$ cat config.mk
export PLATFORM = sky130hd
export DESIGN_NAME = edctl_top
export DESIGN_NICKNAME = d
export VERILOG_FILES = /design/src/edctl_pkg.sv /design/src/edctl_trig.sv /design/src/edctl_irqfx.sv /design/src/edctl_top.sv
export SDC_FILE = /design/constraint.sdc
export NUM_CORES = 1
export LEC_CHECK = 0
export ABC_AREA = 1
export BUFFER_PORTS_ARGS = -buffer_cell sky130_fd_sc_hd__buf_2
export CAP_MARGIN = 5
export CORE_ASPECT_RATIO = 0.7
export CORE_MARGIN = 1
export CORE_UTILIZATION = 32
export CTS_CLUSTER_SIZE = 25
export DETAILED_ROUTE_END_ITERATION = 6
export GPL_ROUTABILITY_DRIVEN = 0
export HOLD_SLACK_MARGIN = 0.05
export PLACE_DENSITY = 0.7
export SLEW_MARGIN = 20
export SYNTH_ARGS = -nofsm -noshare
export SYNTH_HDL_FRONTEND = slang
export SYNTH_HIERARCHICAL = 1
export SYNTH_SLANG_ARGS = --single-unit
$ cat constraint.sdc
create_clock -name REF_CLK -period 1.65 [get_ports REF_CLK]
set_clock_uncertainty 0.1 [all_clocks]
set_input_delay 0.165 -clock REF_CLK [delete_from_list [all_inputs] [get_ports REF_CLK]]
set_output_delay 0.165 -clock REF_CLK [all_outputs]
set_load 0.02 [all_outputs]
$ cat src/edctl_pkg.sv
// Constants, field positions and state codes for the extended device control block
package edctl_pkg;
    localparam logic [31:0] EXT_CTRL_OFFSET = 32'h0000_0018;
    localparam logic [31:0] EXT_CTRL_RESET  = 32'h0010_0000;
    localparam logic [31:0] STORE_MASK      = 32'hB9FB_C000;
    localparam logic [31:0] NVM_MASK        = 32'h00F9_4000;
    localparam int          BIT_SPD_DET     = 12;
    localparam int          BIT_NVM_RLD     = 13;
    localparam int          BIT_SPD_BYP     = 15;
    localparam int          BIT_RELAXED_ORDER_DISABLE      = 17;
    localparam int          BIT_CLK_GATE    = 19;
    localparam int          BIT_PHY_LP      = 20;
    localparam int          BIT_LS_FLOW     = 22;
    localparam int          BIT_LS          = 23;
    localparam int          BIT_EXT_IRQ_AUTO_MASK_ENABLE       = 24;
    localparam int          BIT_IRQ_ACK_AUTO_MASK_ENABLE        = 27;
    localparam int          BIT_DRIVER_LOADED_FLAG    = 28;
    localparam int          BIT_TMR_CLR     = 29;
    localparam int          BIT_PBA         = 31;
    localparam logic [1:0]  RESP_OKAY       = 2'h0;
    localparam logic [1:0]  RESP_SLVERR     = 2'h2;
    typedef enum logic [1:0] {WR_IDLE = 2'b01, WR_RESP = 2'b10} edctl_wr_t;
    typedef enum logic [1:0] {RD_IDLE = 2'b01, RD_DATA = 2'b10} edctl_rd_t;
endpackage

$ cat src/edctl_trig.sv
// Self-clearing trigger held as a request until the consumer accepts it
`timescale 1ns/100ps
module edctl_trig (
    input  wire logic clk,
    input  wire logic rst_n,
    input  wire logic start,
    input  wire logic ack,
    output logic      req
);
    logic req_r;
    logic req_nxt;

    always_comb begin
        // New start wins over a same-cycle accept
        req_nxt = start | (req_r & ~ack);
    end

    always_ff @(posedge clk or negedge rst_n) begin
        if (!rst_n) begin
            req_r <= 1'b0;
        end else begin
            req_r <= req_nxt;
        end
    end

    assign req = req_r;

    a_trig_holds : assert property (@(posedge clk) disable iff (!rst_n)
        req_r && !ack |=> req_r) else $error("trigger dropped before accept");
    a_trig_clears : assert property (@(posedge clk) disable iff (!rst_n)
        req_r && ack && !start |=> !req_r) else $error("trigger not cleared");
endmodule

$ cat src/edctl_irqfx.sv
// Interrupt side effects steered by the extended control bits
`timescale 1ns/100ps
module edctl_irqfx (
    input  wire logic clk,
    input  wire logic rst_n,
    input  wire logic irq_ack_auto_mask_enable,
    input  wire logic ext_irq_auto_mask_enable,
    input  wire logic timer_clr_en,
    input  wire logic pba_en,
    input  wire logic icr_access,
    input  wire logic msix_fire,
    input  wire logic ext_irq_cause_register_read,
    input  wire logic ims_clear,
    input  wire logic ims_ext_set,
    output logic      imc_load,
    output logic      ext_mask_fire,
    output logic      ext_mask_read,
    output logic      timer_clear,
    output logic      pba_clear
);
    logic [4:0] fx_r;
    logic [4:0] fx_nxt;

    always_comb begin
        fx_nxt[0] = icr_access & irq_ack_auto_mask_enable;
        fx_nxt[1] = msix_fire & ext_irq_auto_mask_enable;
        fx_nxt[2] = ext_irq_cause_register_read & ~ext_irq_auto_mask_enable;
        fx_nxt[3] = ims_clear & timer_clr_en;
        fx_nxt[4] = ims_ext_set & pba_en;
    end

    always_ff @(posedge clk or negedge rst_n) begin
        if (!rst_n) begin
            fx_r <= 5'h00;
        end else begin
            fx_r <= fx_nxt;
        end
    end

    assign imc_load      = fx_r[0];
    assign ext_mask_fire = fx_r[1];
    assign ext_mask_read = fx_r[2];
    assign timer_clear   = fx_r[3];
    assign pba_clear     = fx_r[4];

    a_irq_ack_auto_mask_enable_effect : assert property (@(posedge clk) disable iff (!rst_n)
        imc_load == $past(icr_access && irq_ack_auto_mask_enable)) else $error("auto-mask copy wrong");
    a_ext_irq_auto_mask_enable_path : assert property (@(posedge clk) disable iff (!rst_n)
        ext_irq_cause_register_read && !ext_irq_auto_mask_enable |=> ext_mask_read && !ext_mask_fire)
        else $error("extended auto-mask path wrong");
    a_timer_clear : assert property (@(posedge clk) disable iff (!rst_n)
        ims_clear |=> timer_clear == $past(timer_clr_en)) else $error("timer clear wrong");
    a_pba_clear : assert property (@(posedge clk) disable iff (!rst_n)
        ims_ext_set && !pba_en |=> !pba_clear) else $error("pending bit cleared in legacy");
endmodule

$ cat src/edctl_top.sv
// Extended device control register with AXI4-Lite access and control outputs
`timescale 1ns/100ps
module edctl_top #(
    parameter int ADDR_W = 8
) (
    input  wire logic              REF_CLK,
    input  wire logic              RSTN,
    input  wire logic [ADDR_W-1:0] S_AXI_AWADDR,
    input  wire logic              S_AXI_AWVALID,
    output logic                   S_AXI_AWREADY,
    input  wire logic [31:0]       S_AXI_WDATA,
    input  wire logic [3:0]        S_AXI_WSTRB,
    input  wire logic              S_AXI_WVALID,
    output logic                   S_AXI_WREADY,
    output logic [1:0]             S_AXI_BRESP,
    output logic                   S_AXI_BVALID,
    input  wire logic              S_AXI_BREADY,
    input  wire logic [ADDR_W-1:0] S_AXI_ARADDR,
    input  wire logic              S_AXI_ARVALID,
    output logic                   S_AXI_ARREADY,
    output logic [31:0]            S_AXI_RDATA,
    output logic [1:0]             S_AXI_RRESP,
    output logic                   S_AXI_RVALID,
    input  wire logic              S_AXI_RREADY,
    input  wire logic              NVM_LOAD_VALID,
    input  wire logic [31:0]       NVM_LOAD_DATA,
    output logic                   NVM_RELOAD_REQ,
    input  wire logic              NVM_RELOAD_ACK,
    output logic                   CFG_BAR_HOLD,
    output logic                   SPD_DETECT_REQ,
    input  wire logic              SPD_DETECT_ACK,
    output logic                   SPEED_BYPASS,
    input  wire logic              PCIE_RO_ENABLE,
    output logic                   RELAXED_ORDER_ALLOW,
    output logic                   CLK_GATE_EN,
    output logic                   PHY_LOW_POWER_EN,
    output logic                   TX_LARGE_SEND_FLOW,
    output logic                   TX_LARGE_SEND,
    input  wire logic              PCIE_SOFT_RST,
    output logic                   DRIVER_LOADED,
    input  wire logic              ICR_ACCESS,
    input  wire logic              MSIX_FIRE,
    input  wire logic              EXT_IRQ_CAUSE_REGISTER_READ,
    input  wire logic              IMS_CLEAR,
    input  wire logic              IMS_EXT_SET,
    output logic                   IMC_LOAD_AUTO_MASK,
    output logic                   EXT_MASK_ON_FIRE,
    output logic                   EXT_MASK_ON_READ,
    output logic                   IRQ_TIMER_CLEAR,
    output logic                   PBA_CLEAR
);
    edctl_pkg::edctl_wr_t wst_r;
    edctl_pkg::edctl_wr_t wst_nxt;
    edctl_pkg::edctl_rd_t rst_r;
    edctl_pkg::edctl_rd_t rst_nxt;
    logic [ADDR_W-1:0]    awaddr_r;
    logic [ADDR_W-1:0]    awaddr_nxt;
    logic [31:0]          wdata_r;
    logic [31:0]          wdata_nxt;
    logic [3:0]           wstrb_r;
    logic [3:0]           wstrb_nxt;
    logic                 aw_got_r;
    logic                 aw_got_nxt;
    logic                 w_got_r;
    logic                 w_got_nxt;
    logic                 awready_r;
    logic                 awready_nxt;
    logic                 wready_r;
    logic                 wready_nxt;
    logic                 bvalid_r;
    logic                 bvalid_nxt;
    logic [1:0]           bresp_r;
    logic [1:0]           bresp_nxt;
    logic                 arready_r;
    logic                 arready_nxt;
    logic                 rvalid_r;
    logic                 rvalid_nxt;
    logic [31:0]          rdata_r;
    logic [31:0]          rdata_nxt;
    logic [1:0]           rresp_r;
    logic [1:0]           rresp_nxt;
    logic [31:0]          ctrl_r;
    logic [31:0]          ctrl_nxt;
    logic                 bar_hold_r;
    logic                 bar_hold_nxt;
    logic                 ro_allow_r;
    logic                 ro_allow_nxt;
    logic                 aw_hs;
    logic                 w_hs;
    logic                 commit;
    logic                 wr_hit;
    logic                 spd_start;
    logic                 nvm_start;
    logic                 spd_req;
    logic                 nvm_req;
    logic [31:0]          wmask;
    logic [31:0]          rd_view;

    // Byte enables widened to a bit mask
    genvar lane;
    generate
        for (lane = 0; lane < 4; lane++) begin : g_lane
            assign wmask[lane*8 +: 8] = {8{wstrb_nxt[lane]}};
        end
    endgenerate

    assign aw_hs  = S_AXI_AWVALID & awready_r;
    assign w_hs   = S_AXI_WVALID & wready_r;
    assign wr_hit = awaddr_nxt[ADDR_W-1:2] == (ADDR_W-2)'(edctl_pkg::EXT_CTRL_OFFSET >> 2);

    always_comb begin
        wst_nxt    = wst_r;
        aw_got_nxt = aw_got_r;
        w_got_nxt  = w_got_r;
        awaddr_nxt = aw_hs ? S_AXI_AWADDR : awaddr_r;
        wdata_nxt  = w_hs ? S_AXI_WDATA : wdata_r;
        wstrb_nxt  = w_hs ? S_AXI_WSTRB : wstrb_r;
        bvalid_nxt = bvalid_r;
        bresp_nxt  = bresp_r;
        commit     = 1'b0;
        case (wst_r)
            edctl_pkg::WR_IDLE: begin
                // Address and data may arrive in either order
                aw_got_nxt = aw_got_r | aw_hs;
                w_got_nxt  = w_got_r | w_hs;
                if (aw_got_nxt && w_got_nxt) begin
                    commit     = 1'b1;
                    aw_got_nxt = 1'b0;
                    w_got_nxt  = 1'b0;
                    bvalid_nxt = 1'b1;
                    bresp_nxt  = wr_hit ? edctl_pkg::RESP_OKAY : edctl_pkg::RESP_SLVERR;
                    wst_nxt    = edctl_pkg::WR_RESP;
                end
            end
            edctl_pkg::WR_RESP: begin
                if (S_AXI_BREADY) begin
                    bvalid_nxt = 1'b0;
                    wst_nxt    = edctl_pkg::WR_IDLE;
                end
            end
            default: begin
                wst_nxt = edctl_pkg::WR_IDLE;
            end
        endcase
        awready_nxt = (wst_nxt == edctl_pkg::WR_IDLE) & ~aw_got_nxt;
        wready_nxt  = (wst_nxt == edctl_pkg::WR_IDLE) & ~w_got_nxt;
    end

    assign spd_start = commit & wr_hit & wmask[edctl_pkg::BIT_SPD_DET]
                     & wdata_nxt[edctl_pkg::BIT_SPD_DET];
    assign nvm_start = commit & wr_hit & wmask[edctl_pkg::BIT_NVM_RLD]
                     & wdata_nxt[edctl_pkg::BIT_NVM_RLD];

    always_comb begin
        ctrl_nxt = ctrl_r;
        if (commit && wr_hit) begin
            // Bit 30 and other reserved bits are never stored
            ctrl_nxt = (ctrl_r & ~(edctl_pkg::STORE_MASK & wmask))
                     | (wdata_nxt & edctl_pkg::STORE_MASK & wmask);
        end
        if (PCIE_SOFT_RST) begin
            ctrl_nxt[edctl_pkg::BIT_DRIVER_LOADED_FLAG] = 1'b0;
        end
        // NVM image wins over a same-cycle software write
        if (NVM_LOAD_VALID) begin
            ctrl_nxt = (ctrl_nxt & ~edctl_pkg::NVM_MASK)
                     | (NVM_LOAD_DATA & edctl_pkg::NVM_MASK);
        end
        // Held until the next full reset, which stands for the reboot
        bar_hold_nxt = bar_hold_r | nvm_start;
        ro_allow_nxt = ~ctrl_r[edctl_pkg::BIT_RELAXED_ORDER_DISABLE] & PCIE_RO_ENABLE;
    end

    always_comb begin
        rd_view = ctrl_r & edctl_pkg::STORE_MASK;
        rd_view[edctl_pkg::BIT_SPD_DET] = spd_req;
        rd_view[edctl_pkg::BIT_NVM_RLD] = nvm_req;
        rst_nxt    = rst_r;
        rvalid_nxt = rvalid_r;
        rdata_nxt  = rdata_r;
        rresp_nxt  = rresp_r;
        case (rst_r)
            edctl_pkg::RD_IDLE: begin
                if (S_AXI_ARVALID && arready_r) begin
                    rvalid_nxt = 1'b1;
                    rst_nxt    = edctl_pkg::RD_DATA;
                    if (S_AXI_ARADDR[ADDR_W-1:2]
                        == (ADDR_W-2)'(edctl_pkg::EXT_CTRL_OFFSET >> 2)) begin
                        rdata_nxt = rd_view;
                        rresp_nxt = edctl_pkg::RESP_OKAY;
                    end else begin
                        rdata_nxt = 32'h0000_0000;
                        rresp_nxt = edctl_pkg::RESP_SLVERR;
                    end
                end
            end
            edctl_pkg::RD_DATA: begin
                if (S_AXI_RREADY) begin
                    rvalid_nxt = 1'b0;
                    rst_nxt    = edctl_pkg::RD_IDLE;
                end
            end
            default: begin
                rst_nxt = edctl_pkg::RD_IDLE;
            end
        endcase
        arready_nxt = rst_nxt == edctl_pkg::RD_IDLE;
    end

    always_ff @(posedge REF_CLK or negedge RSTN) begin
        if (!RSTN) begin
            wst_r      <= edctl_pkg::WR_IDLE;
            rst_r      <= edctl_pkg::RD_IDLE;
            awaddr_r   <= '0;
            wdata_r    <= 32'h0000_0000;
            wstrb_r    <= 4'h0;
            aw_got_r   <= 1'b0;
            w_got_r    <= 1'b0;
            awready_r  <= 1'b0;
            wready_r   <= 1'b0;
            bvalid_r   <= 1'b0;
            bresp_r    <= edctl_pkg::RESP_OKAY;
            arready_r  <= 1'b0;
            rvalid_r   <= 1'b0;
            rdata_r    <= 32'h0000_0000;
            rresp_r    <= edctl_pkg::RESP_OKAY;
            ctrl_r     <= edctl_pkg::EXT_CTRL_RESET;
            bar_hold_r <= 1'b0;
            ro_allow_r <= 1'b0;
        end else begin
            wst_r      <= wst_nxt;
            rst_r      <= rst_nxt;
            awaddr_r   <= awaddr_nxt;
            wdata_r    <= wdata_nxt;
            wstrb_r    <= wstrb_nxt;
            aw_got_r   <= aw_got_nxt;
            w_got_r    <= w_got_nxt;
            awready_r  <= awready_nxt;
            wready_r   <= wready_nxt;
            bvalid_r   <= bvalid_nxt;
            bresp_r    <= bresp_nxt;
            arready_r  <= arready_nxt;
            rvalid_r   <= rvalid_nxt;
            rdata_r    <= rdata_nxt;
            rresp_r    <= rresp_nxt;
            ctrl_r     <= ctrl_nxt;
            bar_hold_r <= bar_hold_nxt;
            ro_allow_r <= ro_allow_nxt;
        end
    end

    edctl_trig u_spd_trig (
        .clk   (REF_CLK),
        .rst_n (RSTN),
        .start (spd_start),
        .ack   (SPD_DETECT_ACK),
        .req   (spd_req)
    );

    edctl_trig u_nvm_trig (
        .clk   (REF_CLK),
        .rst_n (RSTN),
        .start (nvm_start),
        .ack   (NVM_RELOAD_ACK),
        .req   (nvm_req)
    );

    edctl_irqfx u_irqfx (
        .clk           (REF_CLK),
        .rst_n         (RSTN),
        .irq_ack_auto_mask_enable          (ctrl_r[edctl_pkg::BIT_IRQ_ACK_AUTO_MASK_ENABLE]),
        .ext_irq_auto_mask_enable         (ctrl_r[edctl_pkg::BIT_EXT_IRQ_AUTO_MASK_ENABLE]),
        .timer_clr_en  (ctrl_r[edctl_pkg::BIT_TMR_CLR]),
        .pba_en        (ctrl_r[edctl_pkg::BIT_PBA]),
        .icr_access    (ICR_ACCESS),
        .msix_fire     (MSIX_FIRE),
        .ext_irq_cause_register_read     (EXT_IRQ_CAUSE_REGISTER_READ),
        .ims_clear     (IMS_CLEAR),
        .ims_ext_set   (IMS_EXT_SET),
        .imc_load      (IMC_LOAD_AUTO_MASK),
        .ext_mask_fire (EXT_MASK_ON_FIRE),
        .ext_mask_read (EXT_MASK_ON_READ),
        .timer_clear   (IRQ_TIMER_CLEAR),
        .pba_clear     (PBA_CLEAR)
    );

    assign S_AXI_AWREADY       = awready_r;
    assign S_AXI_WREADY        = wready_r;
    assign S_AXI_BVALID        = bvalid_r;
    assign S_AXI_BRESP         = bresp_r;
    assign S_AXI_ARREADY       = arready_r;
    assign S_AXI_RVALID        = rvalid_r;
    assign S_AXI_RDATA         = rdata_r;
    assign S_AXI_RRESP         = rresp_r;
    assign SPD_DETECT_REQ      = spd_req;
    assign NVM_RELOAD_REQ      = nvm_req;
    assign CFG_BAR_HOLD        = bar_hold_r;
    // Speed taken straight from the forced setting, no switch delay
    assign SPEED_BYPASS        = ctrl_r[edctl_pkg::BIT_SPD_BYP];
    assign RELAXED_ORDER_ALLOW = ro_allow_r;
    assign CLK_GATE_EN         = ctrl_r[edctl_pkg::BIT_CLK_GATE];
    assign PHY_LOW_POWER_EN    = ctrl_r[edctl_pkg::BIT_PHY_LP];
    assign TX_LARGE_SEND_FLOW  = ctrl_r[edctl_pkg::BIT_LS_FLOW];
    assign TX_LARGE_SEND       = ctrl_r[edctl_pkg::BIT_LS];
    assign DRIVER_LOADED       = ctrl_r[edctl_pkg::BIT_DRIVER_LOADED_FLAG];

    a_spd_start : assert property (@(posedge REF_CLK) disable iff (!RSTN)
        spd_start |=> SPD_DETECT_REQ) else $error("speed detect not started");
    a_nvm_start : assert property (@(posedge REF_CLK) disable iff (!RSTN)
        nvm_start |=> NVM_RELOAD_REQ && CFG_BAR_HOLD) else $error("reload not started");
    a_bar_hold : assert property (@(posedge REF_CLK) disable iff (!RSTN)
        CFG_BAR_HOLD |=> CFG_BAR_HOLD) else $error("base address hold released");
    a_ro_never : assert property (@(posedge REF_CLK) disable iff (!RSTN)
        RELAXED_ORDER_ALLOW |-> $past(!ctrl_r[edctl_pkg::BIT_RELAXED_ORDER_DISABLE] && PCIE_RO_ENABLE))
        else $error("relaxed ordering while disabled");
    a_drv_soft : assert property (@(posedge REF_CLK) disable iff (!RSTN)
        PCIE_SOFT_RST |=> !DRIVER_LOADED) else $error("driver flag kept on soft reset");
    a_nvm_load : assert property (@(posedge REF_CLK) disable iff (!RSTN)
        NVM_LOAD_VALID |=> (ctrl_r & edctl_pkg::NVM_MASK)
                           == ($past(NVM_LOAD_DATA) & edctl_pkg::NVM_MASK))
        else $error("NVM fields not loaded");
    a_rsv_zero : assert property (@(posedge REF_CLK) disable iff (!RSTN)
        S_AXI_RVALID |-> !S_AXI_RDATA[30]) else $error("bit 30 read as one");
    a_write_resp : assert property (@(posedge REF_CLK) disable iff (!RSTN)
        commit |=> S_AXI_BVALID && !S_AXI_AWREADY && !S_AXI_WREADY)
        else $error("write response missing");

    c_write_hit : cover property (@(posedge REF_CLK) disable iff (!RSTN)
        commit && wr_hit);
    c_spd_done : cover property (@(posedge REF_CLK) disable iff (!RSTN)
        SPD_DETECT_REQ ##[1:20] !SPD_DETECT_REQ);
    c_nvm_reload : cover property (@(posedge REF_CLK) disable iff (!RSTN)
        NVM_RELOAD_REQ ##[1:50] NVM_LOAD_VALID);
    c_read_back : cover property (@(posedge REF_CLK) disable iff (!RSTN)
        S_AXI_RVALID && S_AXI_RREADY && S_AXI_RRESP == edctl_pkg::RESP_OKAY);
endmodule

# == Yosys cells after proc, flatten, opt, wreduce, memory -nomap -nowiden ==
# Cells that the tools add are included.
# totals
ff_bits,132
in_bits,101
out_inout_bits,56
elab_cells,105
# classes
n_eq_ne,12
muxes,27
bitwise_logic,32
n_reduce_logical,10
# op_table
operator,n
32-bit 2-to-1 mux,4
32-bit AND,2
32-bit NOT,1
32-bit by 24-bit bitwise OR with 32-bit output,1
32-bit bitwise OR,1
1-bit AND,16
6-bit by 3-bit equality test with 1-bit output (second input constant),2
2-bit 2-to-1 mux,6
1-bit 2-to-1 mux,11
2-bit by 1-bit equality test with 1-bit output (second input constant),4
8-bit 2-to-1 mux,1
2-bit != test (second input constant),4
2-bit one-hot mux with 2 select lines,2
1-bit NOT,6
3-bit AND reduction,2
2-bit nonzero test,3
1-bit bitwise OR,5
2-bit equality test (second input constant),2
4-bit 2-to-1 mux,1
1-bit one-hot mux with 2 select lines,2
2-bit AND reduction,2
1-bit logical AND,3

# == Depth between registers and ports, before layout ==
# Gate-level depths: netlist of run 1.
# depth
ltp_word,10
depth_mapped,11
ltp_nobuf,9

# == Cells and area by module ==
# Netlist of run 1, hierarchy kept.
# modules_own_cells
module,n_inst,cells_per_inst,area_each_um2,seq_area_each_um2
edctl_top,1,376,3434.5,1755.4
edctl_irqfx,1,15,162.7,125.1
edctl_trig,2,5,40.0,25.0

# == Worst setup path before layout of run 1 ==
# OpenSTA, ideal clock, no wires.
# synth_path
path_kind,reg2reg
from,register rst_r[0]
to,"register rdata_r[23], in the netlist S_AXI_RDATA[23]"
setup_ps,66
arrival_ps,1535
required_ps,1484
path_slack_ps,-51
path_stages_with_launch,8
path_buffers,1
period_less_slack_ps,1701
path_cell_list,dfstp_2 -> ha_1 -> inv_1 -> nor2_1 -> inv_2 -> nor2_2 -> buf_4 -> a22o_1
# synth_via
elab_chain_cells,2
# synth_rtl
element,line,source
from (decl),edctl_top.sv:54,edctl_pkg::edctl_rd_t rst_r;
from (signal assigned),edctl_top.sv:213,rst_r <= edctl_pkg::RD_IDLE;
from (signal assigned),edctl_top.sv:232,rst_r <= rst_nxt;
2-bit by 1-bit equality test with 1-bit output,edctl_top.sv:182,case (rst_r)
2-bit AND reduction (no source line),-,
to (signal assigned),edctl_top.sv:244,rdata_r <= rdata_nxt;
to (decl),edctl_top.sv:78,logic [31:0] rdata_r;
# Every way passes these cells.
# A chain may end at the register's enable or synchronous reset.

# == Worst setup path in the final report of run 1 ==
# layout_path
from,"register awready_r, in the netlist S_AXI_AWREADY"
to,register ctrl_r[20]
# layout_via
elab_cells_between_ends,9
classes_between,1 x eq/ne; 3 x mux; 2 x bitwise; 3 x reduce/logical
# layout_rtl
element,line,source
from (decl),edctl_top.sv:66,logic awready_r;
from (signal assigned),edctl_top.sv:238,awready_r <= awready_nxt;
1-bit AND,edctl_top.sv:107,assign aw_hs = S_AXI_AWVALID & awready_r;
8-bit 2-to-1 mux,edctl_top.sv:115,awaddr_nxt = aw_hs ? S_AXI_AWADDR : awaddr_r;
named net awaddr_nxt[3],edctl_top.sv:57,logic [ADDR_W-1:0] awaddr_nxt;
6-bit by 3-bit equality test with 1-bit output,edctl_top.sv:109,assign wr_hit = awaddr_nxt[ADDR_W-1:2] == (ADDR_W-2)'(edctl_pkg::EXT_CTRL_OFFSET >> 2);
1-bit logical AND,edctl_top.sv:156,if (commit && wr_hit) begin
2-bit nonzero test (no source line),-,
to (signal assigned),edctl_top.sv:227,ctrl_r <= edctl_pkg::EXT_CTRL_RESET;
to (signal assigned),edctl_top.sv:246,ctrl_r <= ctrl_nxt;
to (decl),edctl_top.sv:82,logic [31:0] ctrl_r;
# The timed path passes the listed nets, and every way through them passes these cells.

==> impl_summary.txt, run 1 <==
----------------------------------------------------
[STA]
  Smallest hold slack ... around 0.042 ns
  Period utilization ... 102%
  Upper clock frequency limit ... slightly below 0.6 GHz
  Setup repair after global routing missed its margin ... true
  Clock period minus worst slack ... 1.68 ns
  Final setup violation count ... 8
  Pins over their slew limit ... 0
  Total negative slack ... -0.0897 ns
  Hold violation count in the final report ... 0
  Worst setup slack after layout ... -0.0286 ns

[Worst setup path]
  Reg-to-reg slack, setup ... -0.03 ns
  Maximum net fanout on the critical path ... 6
  Crit start category ... register
  Highest-delay cell along the critical path ... sky130_fd_sc_hd__dfrtp_2
  WP data required ... about 1.8 ns
  Largest stage delay on the critical path ... between 0.5 and 0.6 ns
  Kind of end point of the critical path ... register
  Arrival @ worst endpoint ... around 1.9 ns
  Critical Path, Cell by Cell ... buf_6, nand3_2, nand2_2, nand2_4, nor2_8, buf_4, nand4_1, nand3_1
  Crit Path Class ... register to register

[Placement]
  Dpl ws ... -0.0347 ns
  Placed wire-length estimate after detailed placement ... between 6 and 7 mm
  Quantity of I/O buffers inserted on ports ... slightly above 90
  DP Cell Count ... about 660

[Power]
  Switching pwr ... about 2.7 mW
  Switching Fraction ... between 30% and 40%
  Part of the power in the clock network ... a little over a quarter
  PnR Total Power ... 7.59 mW
  Reg power frac ... 34.8%
  Max rail drop VDD ... approximately 0.84 mV
  Internal power of the cells ... between 4 and 5 mW
  Logic gate share of total power ... roughly two fifths
  PD cells ... 1400 nW/um^2
  Static leakage power ... a little under 3 nW

[Drt]
  Post-Route WL ... a little over 9 mm
  Average wire length per cell after detail routing ... 12.8 um
  Total number of vias ... 3,206
  Number of vias per cell after detailed routing ... around 4.4
  # DRC ... 0
  Antenna viol nets, final ... 0
  DR iter-0 viols ... between 150 and 200
  DRT Pass-1 Iters ... 4

[Global routing]
  Met1 routing resource usage after global routing ... around a fifth
  Congestion Overflow GR ... 0
  First-pass GRT wire length ... ~15 mm
  Grt peak-use layer ... met2
  Vias in the first global route ... 3,047
  Met2 track demand over resource ... approximately 25%
  Fraction of met3 tracks used by global routing ... under 10%
  Pin count of the biggest net entering global routing ... 39
  Antenna violations before repair ... 0
  Aggregate global-route resource usage ... 15.9%

[Synth]
  Yosys warning total ... 6
  Average cell area after synthesis ... about 9.2 sq um
  Post-synthesis async set-or-reset flop share ... 100%
  Share of Yosys cell area claimed by the top area cell type ... roughly half
  Post-synth top area cell ... sky130_fd_sc_hd__dfrtp_1
  FF+latch count, synth ... 77
  Proportion of synthesized chip area in sequential cells ... between 50% and 60%
  Top area cells in the synthesized netlist ... sky130_fd_sc_hd__dfrtp_1 (50%), sky130_fd_sc_hd__nand2_1 (11%), sky130_fd_sc_hd__inv_1 (5.3%)
  Ys flop type ... sky130_fd_sc_hd__dfrtp_1
  Cell area after synthesis ... about 3700 sq um
  Number of flops mapped to enable cells by yosys ... 0
  Gate Count Post-Synth ... ~400
  Count of distinct cell types in the synthesized netlist ... 35

[Finish]
  Final std cells w/o fill ... 729
  Filler Cell Count ... around 1,000
  Most frequent cells in the layout ... sky130_fd_sc_hd__nand2_1 (98), sky130_fd_sc_hd__buf_2 (91), sky130_fd_sc_hd__dfrtp_1 (73), sky130_fd_sc_hd__inv_1 (50), sky130_fd_sc_hd__dlygate4sd3_1 (44)
  Commonest non-fill, non-tap cell in the layout ... sky130_fd_sc_hd__nand2_1
  Post-layout nets ... roughly 680
  Signed area change from the synthesized netlist to the final layout ... 47.2%
  Final antenna diode count ... 0
  Share of cells above drive strength 1 ... between 30 and 40%

[Floorplanning]
  Horizontal die dimension ... between 100 and 150 um
  Number of standard-cell rows in the floorplan ... 32
  Effective utilization at floorplan ... between 30% and 40%
  Die span in y ... about 92 um
  Total I/O pin count ... approximately 160
  Core Region ... between 10,000 and 15,000 sq um
  Die area ... 11,900 sq um

[Clocking]
  H-tree level count ... 3
  Longest Clk Path Bufs ... 2
  Clock sink count ... 77
  Clock transition at path regs ... 0.06 ns
  Number of buffers added by the clock tree synthesis step ... 9
  Clock latency at the later pin of the worst-skew pair ... roughly 0.33 ns
  Cell chosen for the clock root ... sky130_fd_sc_hd__clkbuf_16
  CTS tree ... yes

[Job]
  Max-cap violations ... 0

[Outcome]
  Result of the run ... finished, violations left
  Violated checks ... setup timing

[Worst hold path]
  Worst hold-check path type ... primary input to register

----------------------------------------------------
[Yosys cell counts, types with 2 or more instances]
master	count
sky130_fd_sc_hd__or2_2	2
sky130_fd_sc_hd__nand3_1	29
sky130_fd_sc_hd__o21ai_0	15
sky130_fd_sc_hd__nor2_8	2
sky130_fd_sc_hd__dfrtp_1	74
sky130_fd_sc_hd__a21oi_1	3
sky130_fd_sc_hd__nand3_4	2
sky130_fd_sc_hd__o21ai_2	2
sky130_fd_sc_hd__dfstp_2	3
sky130_fd_sc_hd__nand2_2	13
sky130_fd_sc_hd__clkbuf_1	2
sky130_fd_sc_hd__buf_2	3
sky130_fd_sc_hd__nand3_2	8
sky130_fd_sc_hd__ha_1	4
sky130_fd_sc_hd__nand4_1	4
sky130_fd_sc_hd__nand2_4	4
sky130_fd_sc_hd__buf_4	20
sky130_fd_sc_hd__a22o_1	16
sky130_fd_sc_hd__inv_1	52
sky130_fd_sc_hd__nor2_1	23
sky130_fd_sc_hd__nand2_1	105
sky130_fd_sc_hd__buf_6	2
[final cells by class]
class,instances,area (sq um),area share (%)
multi-input combinational,259,1520,28.2
timing repair buffer,169,1230,22.7
inverter,55,221,4.09
sequential,77,1930,35.7
clock buffer,13,270,4.99
clock inverter,3,42.5,0.786
tap,153,191,3.54
[state kept, by name (all words and copies together) (netlist names), named ones only]
name and cells:
ctrl_r 8, S_AXI_AWREADY 1, awaddr_r 6, u_irqfx/fx_r 5, u_spd_trig/req 1, S_AXI_RRESP 1, S_AXI_BRESP 1, CFG_BAR_HOLD 1
u_nvm_trig/req 1, S_AXI_RVALID 1, w_got_r 1, S_AXI_RDATA 16, wst_r 2, rst_r 2, aw_got_r 1, RELAXED_ORDER_ALLOW 1
S_AXI_BVALID 1, S_AXI_WREADY 1, wstrb_r 3, wdata_r 16, S_AXI_ARREADY 1
[worst max-delay path: cells and delay by family, from the launching register on]
kind	cells	cell delay, ns
AND/OR/NAND/NOR	6	0.67
flip-flops	1	0.51
buffers and inverters	2	0.33
[routing by layer]
metal	part of all wire, %	wire, um	up-vias
met3	5.8	546	7
met4	0.57	53	0
met5	0	0	-
li1	-	-	1576
met1	47	4410	1523
met2	46	4350	100
[power groups by stage]
stage                     clock network, mW  logic (mW)  registers (mW)
after floorplan                           0        1.61            2.69
after global placement                    0        2.31            2.61
after detailed placement                  0        2.40            2.63
after CTS                              2.08        2.53            2.60
after global routing                   2.16        3.23            2.69
final                                  2.04        2.91            2.64
[cell families (layout without fill, tap and decap cells)]
family | after synthesis | count (layout) | share of synthesized area (%)
AOI/OAI and AO/OA | 40 | 40 | 7.49
adders and majority gates | 4 | 4 | 1.36
buffers and inverters | 84 | 240 | 11.9
DFF | 77 | 77 | 52.5
other | 1 | 18 | 0.102
and+or+nand+nor | 195 | 197 | 26.6
[metrics by stage]
| step | area (sq um) | util [%] |
|---|---|---|
| global placement | 4380 | 39.5 |
| global route | 5410 | 48.8 |
| CTS | 5130 | 46.3 |
| floorplan | 3750 | - |
| finish | 5410 | 48.8 |
| detailed placement | 4380 | 39.5 |
[what timing repair did]
action,CTS,global route
resized for setup,2,35
hold endpoints to repair,116,0
cloned,0,4
pin swaps,1,15
setup endpoints to repair,7,38
setup buffers,0,10
hold buffers,44,0
[final timing paths]
path,end,cells after the start,startpoint
setup reg to reg,ctrl_r[20],8,S_AXI_AWREADY
hold / removal,wstrb_r[1],3,S_AXI_WSTRB[1]
setup / recovery,ctrl_r[20],8,S_AXI_AWREADY
min in group asynchronous,S_AXI_RVALID,2,RSTN
hold reg to reg,awaddr_r[5],2,awaddr_r[5]
max in group asynchronous,u_irqfx/fx_r[4],3,RSTN
Note: power is estimated with default switching activity, not from simulation.
==> run 2: changes to the inputs <==
--- a/config.mk
+++ b/config.mk
@@ -11,6 +11,7 @@
 export CORE_ASPECT_RATIO = 0.7
 export CORE_MARGIN = 1
 export CORE_UTILIZATION = 32
+export CTS_BUF_LIST = sky130_fd_sc_hd__clkbuf_2 sky130_fd_sc_hd__clkbuf_4 sky130_fd_sc_hd__clkbuf_8
 export CTS_CLUSTER_SIZE = 25
 export DETAILED_ROUTE_END_ITERATION = 6
 export GPL_ROUTABILITY_DRIVEN = 0
==> run 2 against run 1 <==
Net effect: the flow now finishes without violations; cell area is 0.32% higher; sequential share of layout area is 0.12 points lower; worst hold slack improved by 0.082 ns; critical path depth fell by 1; sequential power is essentially flat; via count shrank 0.19%; global-route usage barely moved; fmax is 1.9% higher; non-clock buffer count grew 5; utilization grew 0.16 points; clock power decreased by 25%; largest power group unchanged.
==> impl_summary.txt, run 2 (synthesis results as in run 1) <==
----------------------------------------------------
[Worst setup path]
  Crit Path Class ... register to register
  Crit start category ... register
  Critical Path, Cell by Cell ... ha_4, nand3_4, nor2_8, nand2_8, clkinv_8, nand3_2, nand2_1
  Largest stage delay on the critical path ... about 0.59 ns
  Worst path buffer plus inverter count ... 1
  Arrival @ worst endpoint ... about 1.8 ns
  WP data required ... between 1.5 and 2 ns
  Maximum net fanout on the critical path ... 8
  Highest-delay cell along the critical path ... sky130_fd_sc_hd__dfstp_2
  Kind of end point of the critical path ... register
  Kind of cell adding the most delay to the critical path ... simple AND/OR/NAND/NOR gates

[Clocking]
  Clock latency at the later pin of the worst-skew pair ... 0.35 ns
  CTS tree ... yes
  Cell chosen for the clock root ... sky130_fd_sc_hd__clkbuf_8
  Clock transition at path regs ... ~0.080 ns
  Clock sink count ... 77
  Number of buffers added by the clock tree synthesis step ... 9
  H-tree level count ... 3
  Longest Clk Path Bufs ... 2

[STA]
  Period utilization ... roughly 100%
  Final setup violation count ... 0
  Transition time at the pin with the least slew margin ... 0.528 ns
  Pins over their slew limit ... 0
  Clock period minus worst slack ... ~1.6 ns
  Upper clock frequency limit ... 0.607 GHz
  Smallest hold slack ... between 0.1 and 0.15 ns
  Worst slew margin relative to its limit ... between 60% and 70%
  Setup repair after global routing missed its margin ... true
  Hold violation count in the final report ... 0

[Drt]
  DR iter-0 viols ... 180
  Total number of vias ... 3,200
  Number of vias per cell after detailed routing ... between 4 and 5
  Average wire length per cell after detail routing ... 12.9 um
  # DRC ... 0
  DRT Pass-1 Iters ... 4
  Post-Route WL ... between 9 and 10 mm
  Antenna viol nets, final ... 0

[Power]
  Max rail drop VDD ... 0.802 mV
  PD cells ... roughly 1300 nW/um^2
  Switching Fraction ... a little under two fifths
  Logic gate share of total power ... 41.9%
  Static leakage power ... 2.96 nW
  Reg power frac ... a little under two fifths
  Internal power of the cells ... 4.47 mW
  Switching pwr ... about 2.7 mW
  PnR Total Power ... between 7 and 8 mW
  Part of the power in the clock network ... 21.2%

[Placement]
  Dpl cell area ... between 4000 and 5000 sq um
  Placed wire-length estimate after detailed placement ... 6.42 mm
  Quantity of I/O buffers inserted on ports ... 92

[Floorplanning]
  Total I/O pin count ... 157
  Die area ... approximately 12,000 sq um
  Die span in y ... ~92 um
  Core Region ... about 11,000 sq um
  Number of standard-cell rows in the floorplan ... 32
  Effective utilization at floorplan ... roughly 33%
  Horizontal die dimension ... around 130 um

[Finish]
  Signed area change from the synthesized netlist to the final layout ... 47.7%
  Post-route cell area ... 5430 sq um
  Post-layout nets ... 680
  Final antenna diode count ... 0
  Commonest non-fill, non-tap cell in the layout ... sky130_fd_sc_hd__nand2_1
  Share of cells above drive strength 1 ... roughly 38%
  Most frequent cells in the layout ... sky130_fd_sc_hd__nand2_1 (95), sky130_fd_sc_hd__buf_2 (91), sky130_fd_sc_hd__dfrtp_1 (73), sky130_fd_sc_hd__inv_1 (49), sky130_fd_sc_hd__dlygate4sd3_1 (48)

[Global routing]
  Vias in the first global route ... 3,100
  First-pass GRT wire length ... ~15 mm
  Congestion Overflow GR ... 0
  Pin count of the biggest net entering global routing ... 39
  Antenna violations before repair ... 0
  Aggregate global-route resource usage ... 15.9%

[Job]
  Max-cap violations ... 0

[Outcome]
  Result of the run ... completed

[Worst hold path]
  Worst hold-check path type ... primary input to register

----------------------------------------------------
run 2: cell types whose count changed in the layout (fill, tap and decap cells not counted), moves of 3 or more:
cell                            change
sky130_fd_sc_hd__clkbuf_16          -9
sky130_fd_sc_hd__nand3_2            +7
sky130_fd_sc_hd__dlygate4sd3_1      +4
sky130_fd_sc_hd__nand2_4            +3
sky130_fd_sc_hd__clkbuf_8           +9
sky130_fd_sc_hd__nand2_1            -3
sky130_fd_sc_hd__nand3_1            -7
run 2: worst paths after layout:
kind                                     start         endpoint  slack [ns]  cells past startpoint
min in group asynchronous                 RSTN     S_AXI_RVALID        0.13                      2
max in group asynchronous                 RSTN  u_irqfx/fx_r[4]        0.75                      3
worst max register to register        wst_r[0]         register       0.002                      7
worst max-delay path                  wst_r[0]         register       0.002                      7
worst min register to register     awaddr_r[5]      awaddr_r[5]        0.38                      2
worst min-delay path            NVM_LOAD_VALID       ctrl_r[16]        0.12                      4
run 2: repair_timing:
item / 4_1_cts / 5_1_grt
gates resized for setup: 2 / 53
endpoints found under the setup margin: 10 / 38
hold buffers: 47 / 1
pin swaps: 1 / 24
setup buffers: 0 / 11
hold endpoints to repair: 121 / 1
cloned: 0 / 3
run 2: worst register-to-register path: cells and delay by family (launching register included):
kind / cells / cell delay [ns]
simple gates: 5 / 0.62
flops: 1 / 0.59
fa+ha+maj: 1 / 0.16
buf+inv: 1 / 0.11
run 2: area by class of cell:
class	count	area, sq um
clock buffer	13	173
clock inverter	3	42.5
fill	1039	5660
inverter	55	221
multi-input combinational	258	1590
sequential	77	1930
tap	153	191
timing repair buffer	174	1280
run 2: through the flow:
| step | util (%) | setup TNS [ns] | instances | setup WS [ns] |
|---|---|---|---|---|
| 5_1_grt | 49.0 | -1.37 | 733 | -0.0993 |
| 3_5_place_dp | 39.5 | -0.0815 | 655 | -0.0347 |
| 2_1_floorplan | - | 0 | 418 | 0.0179 |
| 6_report | 49.0 | 0 | 733 | 0.00240 |
| 3_3_place_gp | 39.5 | -0.0195 | 655 | -0.00803 |
| 4_1_cts | 45.7 | -0.0173 | 718 | -0.0173 |
run 2: routing by layer:
metal  share of wire [%]  vias up  global-route usage, %
li1                    -     1580                      -
met1                  46     1508                   21.0
met2                  47      102                   25.7
met3                 6.1       10                   4.14
met4                0.98        0                   4.26
met5                   0        -                      0
run 2: power groups by stage:
stage	combinational (mW)	sequential, mW	clock (mW)
after floorplan	1.61	2.69	0
after global placement	2.31	2.61	0
after detailed placement	2.40	2.63	0
after CTS	2.55	2.60	1.56
after global routing	3.32	2.69	1.64
final	3.00	2.64	1.52
==> run 3: changes to the inputs <==
--- a/config.mk
+++ b/config.mk
@@ -20,5 +20,4 @@
 export SLEW_MARGIN = 20
 export SYNTH_ARGS = -nofsm -noshare
 export SYNTH_HDL_FRONTEND = slang
-export SYNTH_HIERARCHICAL = 1
 export SYNTH_SLANG_ARGS = --single-unit
==> run 3 against run 2 <==
Net effect: synthesized cell count up 0.75%; setup slack better by 0.020 ns; non-clock buffer count down 7; first-iteration DRC count down 52%; sequential share of layout area up 1.9 points; highest routed layer unchanged; fmax up 1.2%.
==> impl_summary.txt, run 3 <==
----------------------------------------------------
[Drt]
  # DRC ... 0
  Number of vias per cell after detailed routing ... 4.36
  Antenna viol nets, final ... 0
  DR iter-0 viols ... between 80 and 90
  Average wire length per cell after detail routing ... 12.5 um
  Total number of vias ... roughly 3,200
  DRT Pass-1 Iters ... 4
  Post-Route WL ... around 9 mm

[Finish]
  Most frequent cells in the layout ... sky130_fd_sc_hd__nand2_1 (113), sky130_fd_sc_hd__buf_2 (91), sky130_fd_sc_hd__dfrtp_1 (73), sky130_fd_sc_hd__inv_1 (51), sky130_fd_sc_hd__dlygate4sd3_1 (50)
  Final antenna diode count ... 0
  Sequential standard cell area ... 1930 sq um
  Commonest non-fill, non-tap cell in the layout ... sky130_fd_sc_hd__nand2_1
  Post-route cell area ... 5160 sq um
  Area of combinational cells with multiple inputs ... around 1400 sq um
  Share of cells above drive strength 1 ... between 30 and 40%
  Signed area change from the synthesized netlist to the final layout ... 45.6%
  Post-layout nets ... 676
  Filler Cell Count ... 1,009

[Global routing]
  Met2 track demand over resource ... 27.2%
  Met1 routing resource usage after global routing ... about a fifth
  Grt peak-use layer ... met2
  Antenna violations before repair ... 0
  Pin count of the biggest net entering global routing ... 35
  Vias in the first global route ... roughly 3,200
  Congestion Overflow GR ... 0
  Fraction of met3 tracks used by global routing ... 4.40%
  Aggregate global-route resource usage ... between 10% and 20%
  First-pass GRT wire length ... roughly 14 mm

[Worst setup path]
  Start point of the critical path ... S_AXI_AWREADY
  WP data required ... approximately 1.8 ns
  Number of cells on the worst reg-to-reg path ... 10
  Reg-to-reg slack, setup ... 0.02 ns
  Startpoint of the worst register-to-register path ... S_AXI_AWREADY
  Crit Path Class ... register to register
  Crit start category ... register
  Arrival @ worst endpoint ... between 1.5 and 2 ns
  Maximum net fanout on the critical path ... 6
  Kind of end point of the critical path ... register

[Floorplanning]
  Horizontal die dimension ... roughly 130 um
  Die area ... ~12,000 sq um
  Effective utilization at floorplan ... 33.6%
  Total I/O pin count ... 157
  Die span in y ... 90.0 um
  Core Region ... roughly 11,000 sq um
  Number of standard-cell rows in the floorplan ... 31

[Power]
  Internal power of the cells ... 4.40 mW
  Logic gate share of total power ... 38.0%
  Max rail drop VDD ... between 0.5 and 0.6 mV
  Switching Fraction ... 35.6%
  Switching pwr ... 2.43 mW
  Part of the power in the clock network ... a little under a quarter
  PD cells ... 1330 nW/um^2
  Static leakage power ... roughly 2.8 nW
  Reg power frac ... 38.1%

[Worst hold path]
  Worst hold path startpoint ... NVM_LOAD_VALID
  Number of cells on the worst hold path ... 3
  Worst hold-check path type ... primary input to register

[STA]
  Clock period minus worst slack ... ~1.6 ns
  Setup repair after global routing missed its margin ... true
  Final setup violation count ... 0
  Period utilization ... roughly 99%
  Total negative slack ... 0 ns
  Hold violation count in the final report ... 0
  Upper clock frequency limit ... 0.614 GHz
  Pins over their slew limit ... 0

[Clocking]
  Clock latency at the later pin of the worst-skew pair ... 0.35 ns
  Clock sink count ... 77
  H-tree level count ... 3
  Cell chosen for the clock root ... sky130_fd_sc_hd__clkbuf_8
  CTS tree ... yes
  Number of buffers added by the clock tree synthesis step ... 9
  Clock transition at path regs ... around 0.080 ns
  Longest Clk Path Bufs ... 2

[Outcome]
  Result of the run ... completed

[Synth]
  Gate Count Post-Synth ... approximately 400
  Number of flops mapped to enable cells by yosys ... 0
  Post-synthesis async set-or-reset flop share ... 100%
  FF+latch count, synth ... 77
  Share of Yosys cell area claimed by the top area cell type ... approximately 52%
  Post-synth top area cell ... sky130_fd_sc_hd__dfrtp_1
  Count of distinct cell types in the synthesized netlist ... 31
  Cell area after synthesis ... roughly 3500 sq um
  Average cell area after synthesis ... between 8 and 9 sq um
  Most used standard cell by instance count after synthesis ... sky130_fd_sc_hd__nand2_1
  Proportion of synthesized chip area in sequential cells ... 54.5%
  Most frequent cells after synthesis ... sky130_fd_sc_hd__nand2_1 (123), sky130_fd_sc_hd__dfrtp_1 (74), sky130_fd_sc_hd__inv_1 (52)
  Ys flop type ... sky130_fd_sc_hd__dfrtp_1
  Top area cells in the synthesized netlist ... sky130_fd_sc_hd__dfrtp_1 (52%), sky130_fd_sc_hd__nand2_1 (13%), sky130_fd_sc_hd__inv_1 (5.5%)
  Yosys warning total ... 0

[Job]
  Max-cap violations ... 0

[Placement]
  Quantity of I/O buffers inserted on ports ... 92
  Placed wire-length estimate after detailed placement ... around 6.1 mm
  Dpl cell area ... 4210 sq um

----------------------------------------------------
[run 3: cell count changes after synthesis, moves of 2 or more]
cell,before,now
sky130_fd_sc_hd__nand3_4,2,0
sky130_fd_sc_hd__nor2_4,0,2
sky130_fd_sc_hd__or2_2,2,0
sky130_fd_sc_hd__nand2_4,4,2
sky130_fd_sc_hd__nand2_1,105,123
sky130_fd_sc_hd__nand2_2,13,7
sky130_fd_sc_hd__nand3_2,8,2
sky130_fd_sc_hd__nor2_8,2,0
sky130_fd_sc_hd__nand3_1,29,33
[run 3: through the flow]
step | util [%] | setup WS, ns | std cells | hold WS, ns | total power [mW]
6_report | 48.9 | 0.0226 | 724 | 0.0690 | 6.83
5_1_grt | 48.9 | -0.0517 | 724 | 0.0784 | 7.32
4_1_cts | 47.1 | 0.000215 | 716 | 0.0521 | 6.59
3_5_place_dp | 39.9 | -0.0172 | 649 | 0.0549 | 4.76
3_3_place_gp | 39.9 | -0.00529 | 649 | 0.0526 | 4.64
2_1_floorplan | - | 0.0130 | 421 | -0.231 | 4.10
[run 3: critical path, stage by stage (launching register included)]
cell and delay (ns):
sky130_fd_sc_hd__dfrtp_2 0.48, sky130_fd_sc_hd__buf_4 0.16, sky130_fd_sc_hd__nand3_1 0.06, sky130_fd_sc_hd__nand2_1 0.08, sky130_fd_sc_hd__nand2_2 0.09, sky130_fd_sc_hd__nor2_4 0.04
sky130_fd_sc_hd__buf_12 0.13, sky130_fd_sc_hd__nand3_4 0.11, sky130_fd_sc_hd__clkinvlp_4 0.14, sky130_fd_sc_hd__nand2_1 0.08, sky130_fd_sc_hd__nand2_1 0.05
[run 3: cells by family after synthesis]
group                      count (synthesis)  synth area share [%]
and+or+nand+nor                          198                  24.3
AOI/OAI and AO/OA                         39                  7.56
buffers and inverters                     85                  12.1
DFF                                       77                  54.5
adders and majority gates                  4                  1.41
other                                      1                 0.106
[run 3: power by group through the flow]
| stage | Combinational [mW] | Sequential [mW] | Clock, mW |
|---|---|---|---|
| 2_1_floorplan | 1.42 | 2.68 | 0 |
| 3_3_place_gp | 2.04 | 2.60 | 0 |
| 3_5_place_dp | 2.14 | 2.62 | 0 |
| 4_1_cts | 2.30 | 2.59 | 1.70 |
| 5_1_grt | 2.89 | 2.65 | 1.79 |
| 6_report | 2.59 | 2.60 | 1.64 |
[run 3: path summary, 6_finish.rpt]
path                                endpoint
worst min-delay path              ctrl_r[14]
worst min register to register  CFG_BAR_HOLD
max in group asynchronous         ctrl_r[20]
min in group asynchronous       S_AXI_RVALID
worst max-delay path                register
worst max register to register      register
[run 3: layout make-up]
| type | count | share of cell area (%) |
|---|---|---|
| sequential | 77 | 37.5 |
| inverter | 55 | 4.17 |
| multi-input combinational | 261 | 26.4 |
| timing repair buffer | 167 | 23.9 |
| tap | 148 | 3.59 |
| clock inverter | 3 | 1.31 |
| clock buffer | 13 | 3.23 |
[run 3: timing repair]
item,in CTS,in global routing
pin swaps,0,20
setup endpoints to repair,28,38
cloned,0,2
hold buffers,51,0
resized for setup,4,28
setup buffers,0,6
hold endpoints to repair,103,0
[run 3: layer usage]
layer  vias to the layer above  wire length (um)
met5                         -                 0
met4                         0                44
li1                       1563                 -
met1                      1497              4140
met2                        94              4410
met3                         4               451
